File: src/design/flash_poll_cfg.svh
// Operation
// Busy line low during program or erase
// Busy line is open-drain, externally pulled up
// Busy line valid after final write strobe
// Progress toggle readable anywhere, valid from command
// Each read inverts progress toggle while busy
// All-protected erase toggles about 100 us
// Protected program address toggles about 2 us
// Erase pause stops toggling; pause-program toggles
// Sector toggle flips on reads in erased sectors
// Pause reads elsewhere return array data
// Timeout flag set when pulse limit exceeded
// Programming 0 to 1 ends in timeout
// Host writes reset command after timeout failure
// Erase window flag 0 then 1 on start
// Each added sector erase restarts window
// Window closed ignores all but erase pause
// Skip window check only if gaps under 50 us
// Check window flag before and after each add
// Two reads compared; unchanged toggle means done
// Toggling with timeout set: recheck, then reset
// Resumed polling restarts from two-read step
// Poll flag shows complement until program ends
// Device model times its intervals by counter
`ifndef FLASH_POLL_CFG_SVH
`define FLASH_POLL_CFG_SVH
`define CTRL_OFS 5'h00
`define ADDR_OFS 5'h04
`define WDATA_OFS 5'h08
`define STATUS_OFS 5'h0C
`define CTRL_GO_BIT 0
`define CTRL_OP_LSB 1
`define CTRL_ABORT_BIT 3
`define CTRL_RESET 2'h0
`define TOGGLE_BIT 6
`define TIMEOUT_BIT 5
`define WINDOW_BIT 3
`define CLK_MHZ 40
`define STROBE_NS 100
`define STROBE_CYC ((`STROBE_NS * `CLK_MHZ + 999) / 1000)
`define RESP_OKAY 2'h0
`define RESP_DECERR 2'h3
`endif

File: src/design/flash_poll_pkg.sv
package flash_poll_pkg;
   typedef enum logic [1:0] {
      OP_WRITE = 2'b00,
      OP_READ  = 2'b01,
      OP_POLL  = 2'b10,
      OP_EWADD = 2'b11
   } op_e;
   typedef enum logic [3:0] {
      S_IDLE    = 4'b0000,
      S_SINGLE  = 4'b0001,
      S_RD1     = 4'b0010,
      S_RD2     = 4'b0011,
      S_RD3     = 4'b0100,
      S_RST     = 4'b0101,
      S_EW_PRE  = 4'b0110,
      S_EW_CMD  = 4'b0111,
      S_EW_POST = 4'b1000
   } state_e;
endpackage : flash_poll_pkg

File: src/design/flash_status_host.sv
// Register access over AXI4-Lite and the register addresses were decided locally.
`timescale 1ns/1ps
`default_nettype none
`include "flash_poll_cfg.svh"
module flash_status_host #(
   parameter int       AW        = 19,
   parameter int       STROBE    = `STROBE_CYC,
   parameter bit [7:0] RESET_CMD = 8'hF0
) (
   input  wire logic          clk,
   input  wire logic          reset,
   input  wire logic [4:0]    awaddr,
   input  wire logic          awvalid,
   output logic               awready,
   input  wire logic [31:0]   wdata,
   input  wire logic [3:0]    wstrb,
   input  wire logic          wvalid,
   output logic               wready,
   output logic     [1:0]     bresp,
   output logic               bvalid,
   input  wire logic          bready,
   input  wire logic [4:0]    araddr,
   input  wire logic          arvalid,
   output logic               arready,
   output logic     [31:0]    rdata,
   output logic     [1:0]     rresp,
   output logic               rvalid,
   input  wire logic          rready,
   output logic     [AW-1:0]  flash_addr,
   output logic     [7:0]     flash_dq_out,
   output logic               flash_dq_oe,
   input  wire logic [7:0]    flash_dq_in,
   output logic               flash_ce_n,
   output logic               flash_oe_n,
   output logic               flash_we_n,
   input  wire logic          ready_busy_n_out
);
   logic          awready_next, wready_next, bvalid_next, arready_next, rvalid_next;
   logic [1:0]    bresp_next, rresp_next;
   logic [31:0]   rdata_next;
   logic [AW-1:0] addr_reg, addr_next;
   logic [7:0]    wdata_reg, wdata_next;
   logic [1:0]    op_reg, op_next;
   logic          go_reg, go_next, abort_reg, abort_next;
   logic          wr_take;

   flash_poll_pkg::state_e st_reg, st_next;
   logic       cyc_start_reg, cyc_start_next, cyc_wr_reg, cyc_wr_next;
   logic [7:0] cyc_data_reg, cyc_data_next;
   logic [7:0] first_reg, first_next, last_reg, last_next;
   logic       ok_reg, ok_next, fail_reg, fail_next, rej_reg, rej_next;
   logic       rb_reg;
   logic [7:0] cyc_rdata;
   logic       cyc_done;

   flash_cycle #(
      .AW     (AW),
      .STROBE (STROBE)
   ) u_cycle (
      .clk      (clk),
      .reset    (reset),
      .start    (cyc_start_reg),
      .wr       (cyc_wr_reg),
      .addr_in  (addr_reg),
      .wdata    (cyc_data_reg),
      .dq_in    (flash_dq_in),
      .addr_out (flash_addr),
      .dq_out   (flash_dq_out),
      .dq_oe    (flash_dq_oe),
      .ce_n     (flash_ce_n),
      .oe_n     (flash_oe_n),
      .we_n     (flash_we_n),
      .rdata    (cyc_rdata),
      .done     (cyc_done)
   );

   // Slave takes address and data together; byte strobes are not used
   assign wr_take = awvalid && awready && wvalid && wready;

   always_comb begin
      awready_next = awvalid && wvalid && !awready && !bvalid;
      wready_next = awvalid && wvalid && !wready && !bvalid;
      bvalid_next = bvalid;
      bresp_next = bresp;
      arready_next = arvalid && !arready && !rvalid;
      rvalid_next = rvalid;
      rresp_next = rresp;
      rdata_next = rdata;
      addr_next = addr_reg;
      wdata_next = wdata_reg;
      op_next = op_reg;
      go_next = 1'b0;
      abort_next = abort_reg && (st_reg != flash_poll_pkg::S_IDLE);
      if (bvalid && bready) begin
         bvalid_next = 1'b0;
      end
      if (wr_take) begin
         bvalid_next = 1'b1;
         bresp_next = `RESP_OKAY;
         case (awaddr)
            `CTRL_OFS: begin
               op_next = wdata[`CTRL_OP_LSB +: 2];
               go_next = wdata[`CTRL_GO_BIT];
               abort_next = abort_next || wdata[`CTRL_ABORT_BIT];
            end
            `ADDR_OFS: addr_next = wdata[AW-1:0];
            `WDATA_OFS: wdata_next = wdata[7:0];
            `STATUS_OFS: ;
            default: bresp_next = `RESP_DECERR;
         endcase
      end
      if (rvalid && rready) begin
         rvalid_next = 1'b0;
      end
      if (arvalid && arready) begin
         rvalid_next = 1'b1;
         rresp_next = `RESP_OKAY;
         case (araddr)
            `CTRL_OFS: rdata_next = {29'h0000_0000, op_reg, 1'b0};
            `ADDR_OFS: rdata_next = 32'(addr_reg);
            `WDATA_OFS: rdata_next = {24'h00_0000, wdata_reg};
            `STATUS_OFS: rdata_next = {16'h0000, last_reg, 3'h0, rb_reg, rej_reg,
                                       fail_reg, ok_reg, st_reg != flash_poll_pkg::S_IDLE};
            default: begin
               rdata_next = 32'h0000_0000;
               rresp_next = `RESP_DECERR;
            end
         endcase
      end
   end

   always_ff @(posedge clk) begin
      if (reset) begin
         awready <= 1'b0;
         wready <= 1'b0;
         bvalid <= 1'b0;
         bresp <= `RESP_OKAY;
         arready <= 1'b0;
         rvalid <= 1'b0;
         rresp <= `RESP_OKAY;
         rdata <= 32'h0000_0000;
         addr_reg <= '0;
         wdata_reg <= 8'h00;
         op_reg <= `CTRL_RESET;
         go_reg <= 1'b0;
         abort_reg <= 1'b0;
      end else begin
         awready <= awready_next;
         wready <= wready_next;
         bvalid <= bvalid_next;
         bresp <= bresp_next;
         arready <= arready_next;
         rvalid <= rvalid_next;
         rresp <= rresp_next;
         rdata <= rdata_next;
         addr_reg <= addr_next;
         wdata_reg <= wdata_next;
         op_reg <= op_next;
         go_reg <= go_next;
         abort_reg <= abort_next;
      end
   end

   always_comb begin
      st_next = st_reg;
      cyc_start_next = 1'b0;
      cyc_wr_next = cyc_wr_reg;
      cyc_data_next = cyc_data_reg;
      first_next = first_reg;
      last_next = last_reg;
      ok_next = ok_reg;
      fail_next = fail_reg;
      rej_next = rej_reg;
      case (st_reg)
         flash_poll_pkg::S_IDLE: begin
            if (go_reg) begin
               ok_next = 1'b0;
               fail_next = 1'b0;
               rej_next = 1'b0;
               cyc_start_next = 1'b1;
               cyc_wr_next = 1'b0;
               cyc_data_next = wdata_reg;
               case (op_reg)
                  flash_poll_pkg::OP_WRITE: begin
                     cyc_wr_next = 1'b1;
                     st_next = flash_poll_pkg::S_SINGLE;
                  end
                  flash_poll_pkg::OP_READ: st_next = flash_poll_pkg::S_SINGLE;
                  // Every new poll begins with a fresh pair of reads
                  flash_poll_pkg::OP_POLL: st_next = flash_poll_pkg::S_RD1;
                  default: st_next = flash_poll_pkg::S_EW_PRE;
               endcase
            end
         end
         flash_poll_pkg::S_SINGLE: begin
            if (cyc_done) begin
               last_next = cyc_rdata;
               ok_next = 1'b1;
               st_next = flash_poll_pkg::S_IDLE;
            end
         end
         flash_poll_pkg::S_RD1: begin
            if (cyc_done) begin
               first_next = cyc_rdata;
               cyc_start_next = 1'b1;
               cyc_wr_next = 1'b0;
               st_next = flash_poll_pkg::S_RD2;
            end
         end
         flash_poll_pkg::S_RD2: begin
            if (cyc_done) begin
               last_next = cyc_rdata;
               first_next = cyc_rdata;
               if (cyc_rdata[`TOGGLE_BIT] == first_reg[`TOGGLE_BIT]) begin
                  ok_next = 1'b1;
                  st_next = flash_poll_pkg::S_IDLE;
               end else if (cyc_rdata[`TIMEOUT_BIT]) begin
                  cyc_start_next = 1'b1;
                  st_next = flash_poll_pkg::S_RD3;
               end else if (abort_reg) begin
                  st_next = flash_poll_pkg::S_IDLE;
               end else begin
                  cyc_start_next = 1'b1;
               end
            end
         end
         flash_poll_pkg::S_RD3: begin
            if (cyc_done) begin
               last_next = cyc_rdata;
               if (cyc_rdata[`TOGGLE_BIT] == first_reg[`TOGGLE_BIT]) begin
                  ok_next = 1'b1;
                  st_next = flash_poll_pkg::S_IDLE;
               end else begin
                  cyc_start_next = 1'b1;
                  cyc_wr_next = 1'b1;
                  cyc_data_next = RESET_CMD;
                  st_next = flash_poll_pkg::S_RST;
               end
            end
         end
         flash_poll_pkg::S_RST: begin
            if (cyc_done) begin
               fail_next = 1'b1;
               st_next = flash_poll_pkg::S_IDLE;
            end
         end
         flash_poll_pkg::S_EW_PRE: begin
            if (cyc_done) begin
               last_next = cyc_rdata;
               // Window always checked, so command spacing never matters
               if (cyc_rdata[`WINDOW_BIT]) begin
                  rej_next = 1'b1;
                  st_next = flash_poll_pkg::S_IDLE;
               end else begin
                  cyc_start_next = 1'b1;
                  cyc_wr_next = 1'b1;
                  st_next = flash_poll_pkg::S_EW_CMD;
               end
            end
         end
         flash_poll_pkg::S_EW_CMD: begin
            if (cyc_done) begin
               cyc_start_next = 1'b1;
               cyc_wr_next = 1'b0;
               st_next = flash_poll_pkg::S_EW_POST;
            end
         end
         flash_poll_pkg::S_EW_POST: begin
            if (cyc_done) begin
               last_next = cyc_rdata;
               rej_next = cyc_rdata[`WINDOW_BIT];
               ok_next = !cyc_rdata[`WINDOW_BIT];
               st_next = flash_poll_pkg::S_IDLE;
            end
         end
         default: st_next = flash_poll_pkg::S_IDLE;
      endcase
   end

   always_ff @(posedge clk) begin
      if (reset) begin
         st_reg <= flash_poll_pkg::S_IDLE;
         cyc_start_reg <= 1'b0;
         cyc_wr_reg <= 1'b0;
         cyc_data_reg <= 8'h00;
         first_reg <= 8'h00;
         last_reg <= 8'h00;
         ok_reg <= 1'b0;
         fail_reg <= 1'b0;
         rej_reg <= 1'b0;
         rb_reg <= 1'b1;
      end else begin
         st_reg <= st_next;
         cyc_start_reg <= cyc_start_next;
         cyc_wr_reg <= cyc_wr_next;
         cyc_data_reg <= cyc_data_next;
         first_reg <= first_next;
         last_reg <= last_next;
         ok_reg <= ok_next;
         fail_reg <= fail_next;
         rej_reg <= rej_next;
         // Wired busy line is only sampled; pull-up lives on the board
         rb_reg <= ready_busy_n_out;
      end
   end

   property p_reset_cmd;
      @(posedge clk) disable iff (reset)
      $rose(fail_reg) |-> $past(st_reg) == flash_poll_pkg::S_RST && $past(cyc_done);
   endproperty
   a_reset_cmd: assert property (p_reset_cmd) else $error("fail without reset write");

   property p_done_steady;
      @(posedge clk) disable iff (reset)
      (st_reg == flash_poll_pkg::S_RD2 && cyc_done
       && cyc_rdata[`TOGGLE_BIT] == first_reg[`TOGGLE_BIT])
      |=> ok_reg && st_reg == flash_poll_pkg::S_IDLE;
   endproperty
   a_done_steady: assert property (p_done_steady) else $error("steady toggle not done");

   property p_recheck;
      @(posedge clk) disable iff (reset)
      (st_reg == flash_poll_pkg::S_RD2 && cyc_done && cyc_rdata[`TIMEOUT_BIT]
       && cyc_rdata[`TOGGLE_BIT] != first_reg[`TOGGLE_BIT])
      |=> st_reg == flash_poll_pkg::S_RD3 ##1 !flash_ce_n;
   endproperty
   a_recheck: assert property (p_recheck) else $error("no recheck on timeout");

   property p_restart;
      @(posedge clk) disable iff (reset)
      (st_reg == flash_poll_pkg::S_IDLE && go_reg && op_reg == flash_poll_pkg::OP_POLL)
      |=> st_reg == flash_poll_pkg::S_RD1 ##1 !flash_ce_n && flash_we_n;
   endproperty
   a_restart: assert property (p_restart) else $error("poll not restarted at first read");

   property p_window_post;
      @(posedge clk) disable iff (reset)
      (st_reg == flash_poll_pkg::S_EW_POST && cyc_done)
      |=> rej_reg == $past(cyc_rdata[`WINDOW_BIT]) && st_reg == flash_poll_pkg::S_IDLE;
   endproperty
   a_window_post: assert property (p_window_post) else $error("post check lost");

   property p_window_pre;
      @(posedge clk) disable iff (reset)
      (st_reg == flash_poll_pkg::S_EW_PRE && cyc_done && cyc_rdata[`WINDOW_BIT])
      |=> rej_reg ##1 flash_we_n [*2];
   endproperty
   a_window_pre: assert property (p_window_pre) else $error("closed window written");
endmodule : flash_status_host
`default_nettype wire

File: src/design/flash_cycle.sv
`timescale 1ns/1ps
`default_nettype none
module flash_cycle #(
   parameter int AW     = 19,
   parameter int STROBE = 4
) (
   input  wire logic          clk,
   input  wire logic          reset,
   input  wire logic          start,
   input  wire logic          wr,
   input  wire logic [AW-1:0] addr_in,
   input  wire logic [7:0]    wdata,
   input  wire logic [7:0]    dq_in,
   output logic     [AW-1:0]  addr_out,
   output logic     [7:0]     dq_out,
   output logic               dq_oe,
   output logic               ce_n,
   output logic               oe_n,
   output logic               we_n,
   output logic     [7:0]     rdata,
   output logic               done
);
   logic [7:0]    cnt_reg, cnt_next;
   logic          act_reg, act_next, wr_reg, wr_next;
   logic          ce_next, oe_next, we_next, oe_q_next, done_next;
   logic [AW-1:0] addr_next;
   logic [7:0]    dout_next, rdata_next;

   always_comb begin
      cnt_next = cnt_reg;
      act_next = act_reg;
      wr_next = wr_reg;
      ce_next = ce_n;
      oe_next = oe_n;
      we_next = we_n;
      oe_q_next = dq_oe;
      addr_next = addr_out;
      dout_next = dq_out;
      rdata_next = rdata;
      done_next = 1'b0;
      if (!act_reg) begin
         if (start) begin
            act_next = 1'b1;
            cnt_next = 8'h00;
            wr_next = wr;
            ce_next = 1'b0;
            addr_next = addr_in;
            dout_next = wdata;
            oe_q_next = wr;
         end
      end else begin
         cnt_next = cnt_reg + 8'h01;
         if (cnt_reg == 8'h00) begin
            oe_next = wr_reg;
            we_next = !wr_reg;
         end else if (cnt_reg == 8'(STROBE)) begin
            // Data lives on the bus until the write strobe has risen
            oe_next = 1'b1;
            we_next = 1'b1;
            if (!wr_reg) begin
               rdata_next = dq_in;
            end
         end else if (cnt_reg == 8'(STROBE + 1)) begin
            ce_next = 1'b1;
            oe_q_next = 1'b0;
            act_next = 1'b0;
            done_next = 1'b1;
         end
      end
   end

   always_ff @(posedge clk) begin
      if (reset) begin
         cnt_reg <= 8'h00;
         act_reg <= 1'b0;
         wr_reg <= 1'b0;
         ce_n <= 1'b1;
         oe_n <= 1'b1;
         we_n <= 1'b1;
         dq_oe <= 1'b0;
         addr_out <= '0;
         dq_out <= 8'h00;
         rdata <= 8'h00;
         done <= 1'b0;
      end else begin
         cnt_reg <= cnt_next;
         act_reg <= act_next;
         wr_reg <= wr_next;
         ce_n <= ce_next;
         oe_n <= oe_next;
         we_n <= we_next;
         dq_oe <= oe_q_next;
         addr_out <= addr_next;
         dq_out <= dout_next;
         rdata <= rdata_next;
         done <= done_next;
      end
   end
endmodule : flash_cycle
`default_nettype wire

File: config.mk
export PLATFORM = sky130hd
export DESIGN_NAME = flash_status_host
export DESIGN_NICKNAME = d
export VERILOG_FILES = /design/src/design/flash_poll_pkg.sv /design/src/design/flash_status_host.sv /design/src/design/flash_cycle.sv
export VERILOG_INCLUDE_DIRS = /design/src /design/src/design
export SDC_FILE = /design/constraint.sdc
export NUM_CORES = 1
export LEC_CHECK = 0
export ABC_AREA = 0
export BUFFER_PORTS_ARGS = -buffer_cell sky130_fd_sc_hd__buf_4
export CAP_MARGIN = 20
export CORE_AREA = 2 2 125 127
export CTS_CLUSTER_SIZE = 40
export DETAILED_ROUTE_END_ITERATION = 16
export DIE_AREA = 0 0 127 129
export PLACE_DENSITY_LB_ADDON = 0.08
export SYNTH_ARGS = -nofsm -noshare
export SYNTH_HDL_FRONTEND = slang
export SYNTH_HIERARCHICAL = 1
export SYNTH_SLANG_ARGS = --single-unit
File: constraint.sdc
create_clock -name clk -period 4.32 [get_ports clk]
set_clock_uncertainty 0.15 [all_clocks]
set_input_delay 0.864 -clock clk [delete_from_list [all_inputs] [get_ports clk]]
set_output_delay 0.864 -clock clk [all_outputs]
set_load 0.005 [all_outputs]
=== Word-level counts from Yosys, hierarchy flattened ===
Index checks and enable logic that the tools add are counted.

* Multiply operators: 0
* Divide/modulo/power cells: 0
* Reduce and logical (&&, ||, !) cells: 62
* $add $sub $neg: 1
* Multiplexer cells: 78
* Equal/unequal tests: 39
* Bitwise gates (word level): 5
* $lt $le $gt $ge: 0
* Shifts and indexed selects: 0

{| class="wikitable"
|+ Operators by type and width
! operator !! number
|-
| case mux 19 bit (4 select lines) || 1
|-
| two-way mux 1 bit || 50
|-
| two-way mux 4 bit || 10
|-
| two-way mux 8 bit || 5
|-
| case mux 4 bit (7 select lines) || 1
|-
| != test 2 x 1 -> 1 bit (second input constant) || 13
|-
| == test 5 x 4 -> 1 bit (second input constant) || 4
|-
| == test 4 x 3 -> 1 bit (second input constant) || 4
|-
| == test 8 x 3 -> 1 bit (second input constant) || 2
|-
| case mux 8 bit (2 select lines) || 1
|-
| logical AND 1 bit || 14
|-
| AND reduction 2 bit || 7
|-
| != test 2 bit (second input constant) || 6
|-
| AND reduction 4 bit || 3
|-
| nonzero test 2 bit || 6
|-
| nonzero test 4 bit || 3
|-
| OR reduction 4 bit || 3
|-
| == test 5 x 3 -> 1 bit (second input constant) || 2
|-
| logical NOT 5 bit || 2
|-
| adder 8 x 1 -> 8 bit (second input constant) || 1
|-
| == test 4 x 2 -> 1 bit (second input constant) || 2
|-
| logical NOT 8 bit || 1
|-
| case mux 1 bit (4 select lines) || 2
|-
| AND reduction 8 bit || 1
|-
| other kinds (25) || 41
|}

* Memory bits (writable): 0
* Register bits: 155
* Memories: 0
* Latch bits: 0
* Input bits: 62
* Logic and storage cells: 219
* ROM bits: 0

=== Depth between registers and ports, before layout ===
* Depth after elaboration: 5
* Gate-level depth with buffers: 7

=== Modules after synthesis ===
Netlist, hierarchy kept.

{| class="wikitable"
|+ By module, submodules not included
! module !! seq. area each (µm²) !! cells an instance !! instances !! area an instance (µm²)
|-
| flash_status_host || 1681.6 || 438 || 1 || 3769.9
|-
| flash_cycle || 1001.0 || 233 || 1 || 1944.4
|}

=== Least setup slack after synthesis ===
No wires, ideal clock.

* Path type: in2reg
* Start: input port awaddr[1]
* End: register addr_reg[5]
* Arrival time: 2212 ps
* Stages on the path: 6
* Setup time: 68 ps
* Path slack: 1890 ps
* Required time: 4102 ps
* Path through: or4_1 buf_2 nor3b_4 buf_6 nand2_1 a21oi_2

* Word-level cells in the longest chain between the ends: 2

{| class="wikitable"
|+ RTL lines
! what !! RTL line !! RTL
|-
| from (decl) || flash_status_host.sv:12 || <nowiki>input wire logic [4:0] awaddr,</nowiki>
|-
| == test 5 x 3 -> 1 bit || flash_status_host.sv:100 || <nowiki>case (awaddr)</nowiki>
|-
| AND reduction 2 bit (no line) || n/a ||
|-
| to (signal assigned) || flash_status_host.sv:156 || <nowiki>addr_reg <= addr_next;</nowiki>
|-
| to (decl) || flash_status_host.sv:41 || <nowiki>logic [AW-1:0] addr_reg, addr_next;</nowiki>
|}

No other way between the ends.
A chain may end at the register's enable or synchronous reset.

=== Final worst setup path ===
* Start: input port wvalid
* End: register addr_reg[8]

* Word-level cells in the longest chain between the ends: 3

{| class="wikitable"
|+ RTL lines
! what !! RTL line !! RTL
|-
| from (decl) || flash_status_host.sv:17 || <nowiki>input wire logic wvalid,</nowiki>
|-
| logical AND 1 bit (2 in series) || flash_status_host.sv:78 || <nowiki>assign wr_take = awvalid && awready && wvalid && wready;</nowiki>
|-
| AND reduction 2 bit (no line) || n/a ||
|}

No other way between the ends.

==> metrics.yaml <==
outcome:
  outcome: "complete, no violations"
yosys:
  synth-xor-area-share_pct: 0.460
  syn_area_per_cell_um2: 8.52
  syn-instance-count: 671
  seq_area_frac_synth_pct: 46.9
  synthFlopType: "dfxtp_1"
  synth_compound_area_share_pct: 16.7
  synth.area.mux_share_pct: 6.44
  synth_seq_cells: 134
  synth_async_sr_flop_share_pct: 0
  synth_edf_count: 0
  ys_types: 71
  yosysWarnings: 6
  synthAdderAreaFrac_pct: 0.657
  synth_area_um2: 5710
  yosys.area_share.simple_pct: 23.0
  synth_top_family_by_area: "simple AND/OR/NAND/NOR gates"
critical_path:
  crit_fanout: 19
  worstReg2RegStart: "wready"
  timing.critical_path.slowest_cell_delay_ns: 0.85
  arrival_ns: 2.84
  cp_top_family: "simple AND/OR/NAND/NOR gates"
  crit_type: "in -> reg"
  end_kind: "register"
  worst-endpoint-required_ns: 4.51
  cp_cell_sequence: "buf_4, nand4_2, or4_1, nor3b_4, nand2_1, a21oi_1"
  startpoint_type: "input pin"
  critical_path_buf_inv_count: 1
  crit_start: "wvalid"
  slowest_stage: "nor3b_4"
final_layout:
  num_antenna_cells: 0
  nets: 816
  syn_to_final_growth_pct: 23.3
  seqCellArea_um2: 2680
  stdcell_count: 949
  drive_gt1_share_pct: 21.2
  multi_input_area_um2: 2760
  n_fill_cell: 1508
placed_design:
  port_buffers: 103
  gp_congestion: 0.811
  dp_hpwl_mm: 10.7
  dp.cells: 920
clocking:
  cts_tree: "built"
  path_clk_slew_ns: 0.05
  htree_levels: 4
  clockBufferDepth: 2
  cts_resized: 0
  cts_setup_buffers: 0
  clockRootBuffer: "clkbuf_16"
  clk_latency_ns: 0.41
  cts_sinks: 134
  hold_buffers: 0
  cts_inserted_buffers: 17
worst_hold_path:
  hp-class: "reg -> reg"
  holdCritStartpoint: "rvalid"
drt:
  drtPass1Iterations: 4
  wire_per_inst_um: 16.0
  num_vias: 4982
  viasPerCell: 5.25
  drt-total-wl_mm: 15.1
  first_iter_violations: 310
  postRouteAntennaNets: 0
  drc_errors: 0
timing:
  setup_tns_ns: 0
  period_share_pct: 61.3
  setup_viol: 0
  hold_viol: 0
  tightest_slew_ns: 1.00
  grt_setup_unrepaired: "no"
  max_freq_ghz: 0.377
  max_slew_margin_pct: 32.9
  drv_slew: 0
  fin_crit_ns: 2.65
power_and_ir_drop:
  p_sw_w: 0.000698
  p_clk_share_pct: 43.9
  p_int_w: 0.00212
  p_comb_share_pct: 10.1
  seq_power_share_pct: 45.9
  power.leakage_nw: 2.72
  power_density_nw_per_um2: 400
  power_w: 0.00281
  vdd_ir_drop_max_v: 0.000273
  switching_share_pct: 24.8
global_route:
  grt_use_total_pct: 18.9
  grt_overflow: 0
  grt_pass1_vias: 4692
  antenna_found_initial: 0
  grt_pass1_wl_mm: 24.2
  grt_max_degree: 73
floorplan:
  initial_utilization_pct: 38.2
  dieArea_um2: 16400
  die-width_um: 127
  io_pins: 134
  coreArea_um2: 15000
  rows: 45
  dieHeight_um: 129
run:
  maxCapViolations: 0
stage by stage:
stage | setup WS, ns | hold slack (ns) | util, % | instance area (µm²)
6_report | 1.67 | 0.305 | 47.0 | 7040
5_1_grt | 1.52 | 0.323 | 47.0 | 7040
4_1_cts | 1.69 | 0.307 | 47.0 | 7040
3_5_place_dp | 1.27 | 0.300 | 43.7 | 6550
3_3_place_gp | 1.29 | 0.292 | 43.5 | 6520
2_1_floorplan | 1.89 | 0.282 | - | 5760
area by class of cell:
| cell class | count | area share (%) |
|---|---|---|
| multi-input cells | 481 | 39.2 |
| flip-flops and latches | 134 | 38.1 |
| repair buffers | 109 | 11.9 |
| clock buffers | 23 | 6.64 |
| well taps | 188 | 3.34 |
| clock inverters | 6 | 0.426 |
| inverters | 8 | 0.426 |
path summary, 6_finish.rpt:
path | endpoint | slack (ns) | cells past startpoint
worst min-delay path | arready | 0.30 | 1
worst min register to register | arready | 0.30 | 1
worst max register to register | addr_reg[8] | 1.82 | 5
worst max-delay path | addr_reg[8] | 1.67 | 6
cells in the final DEF, fill, tap and decap left out, drive strengths merged, types with 3 or more instances in the layout:
cell     instances
or2              4
ha               3
a22o             6
nor2b            6
a31oi            3
nand3           10
mux2i           30
nand2          143
a2bb2oi          9
o211ai           3
clkbuf          23
dfxtp          134
and2             3
a32oi            4
nand4            6
nor2            56
nor4             9
conb            13
a21oi           81
o21ai            3
nand2b           7
a211oi           4
clkinv           7
or4              3
nor3b            6
buf            109
nor3            17
or3b             3
inv              7
or3              3
a22oi           10
kinds of logic after synthesis:
kind of cell,Yosys count
mux,34
compound gates,145
other cells,1
simple gates,283
flops,134
buf+inv,68
fa+ha+maj,3
xor+xnor,3
cells in the mapped netlist, types with 5 or more instances:
library cell / number / area [µm²]
a21oi_1: 78 / 390
a22o_1: 6 / 52.6
a22oi_1: 10 / 75.1
a2bb2oi_1: 9 / 78.8
buf_2: 6 / 30.0
buf_4: 15 / 113
clkbuf_1: 36 / 135
dfxtp_1: 134 / 2680
inv_1: 7 / 26.3
mux2i_1: 30 / 300
nand2_1: 143 / 537
nand2b_1: 7 / 43.8
nand3_1: 10 / 50.1
nand4_1: 5 / 31.3
nor2_1: 56 / 210
nor2b_1: 6 / 37.5
nor3_1: 17 / 85.1
nor4_1: 8 / 50.1
routing by layer:
layer	wire length [µm]	track usage, %
met1	7220	25.8
met5	0	0
met2	6880	29.4
met4	277	7.30
met3	777	4.03
power groups by stage:
stage	sequential [W]	clock (W)	combinational, W
floorplan	0.00128	0	0.000242
global placement	0.00132	0	0.000279
detailed placement	0.00132	0	0.000282
CTS	0.00129	0.00127	0.000284
global route	0.00130	0.00132	0.000308
finish	0.00129	0.00124	0.000285
worst reg2reg max path, delay by kind of cell, from the launching register on:
family | cells | cell delay [ns]
AOI/OAI and AO/OA | 1 | 0.17
DFF | 1 | 0.37
and+or+nand+nor | 4 | 1.74
Power figures use the tool's default switching activity.
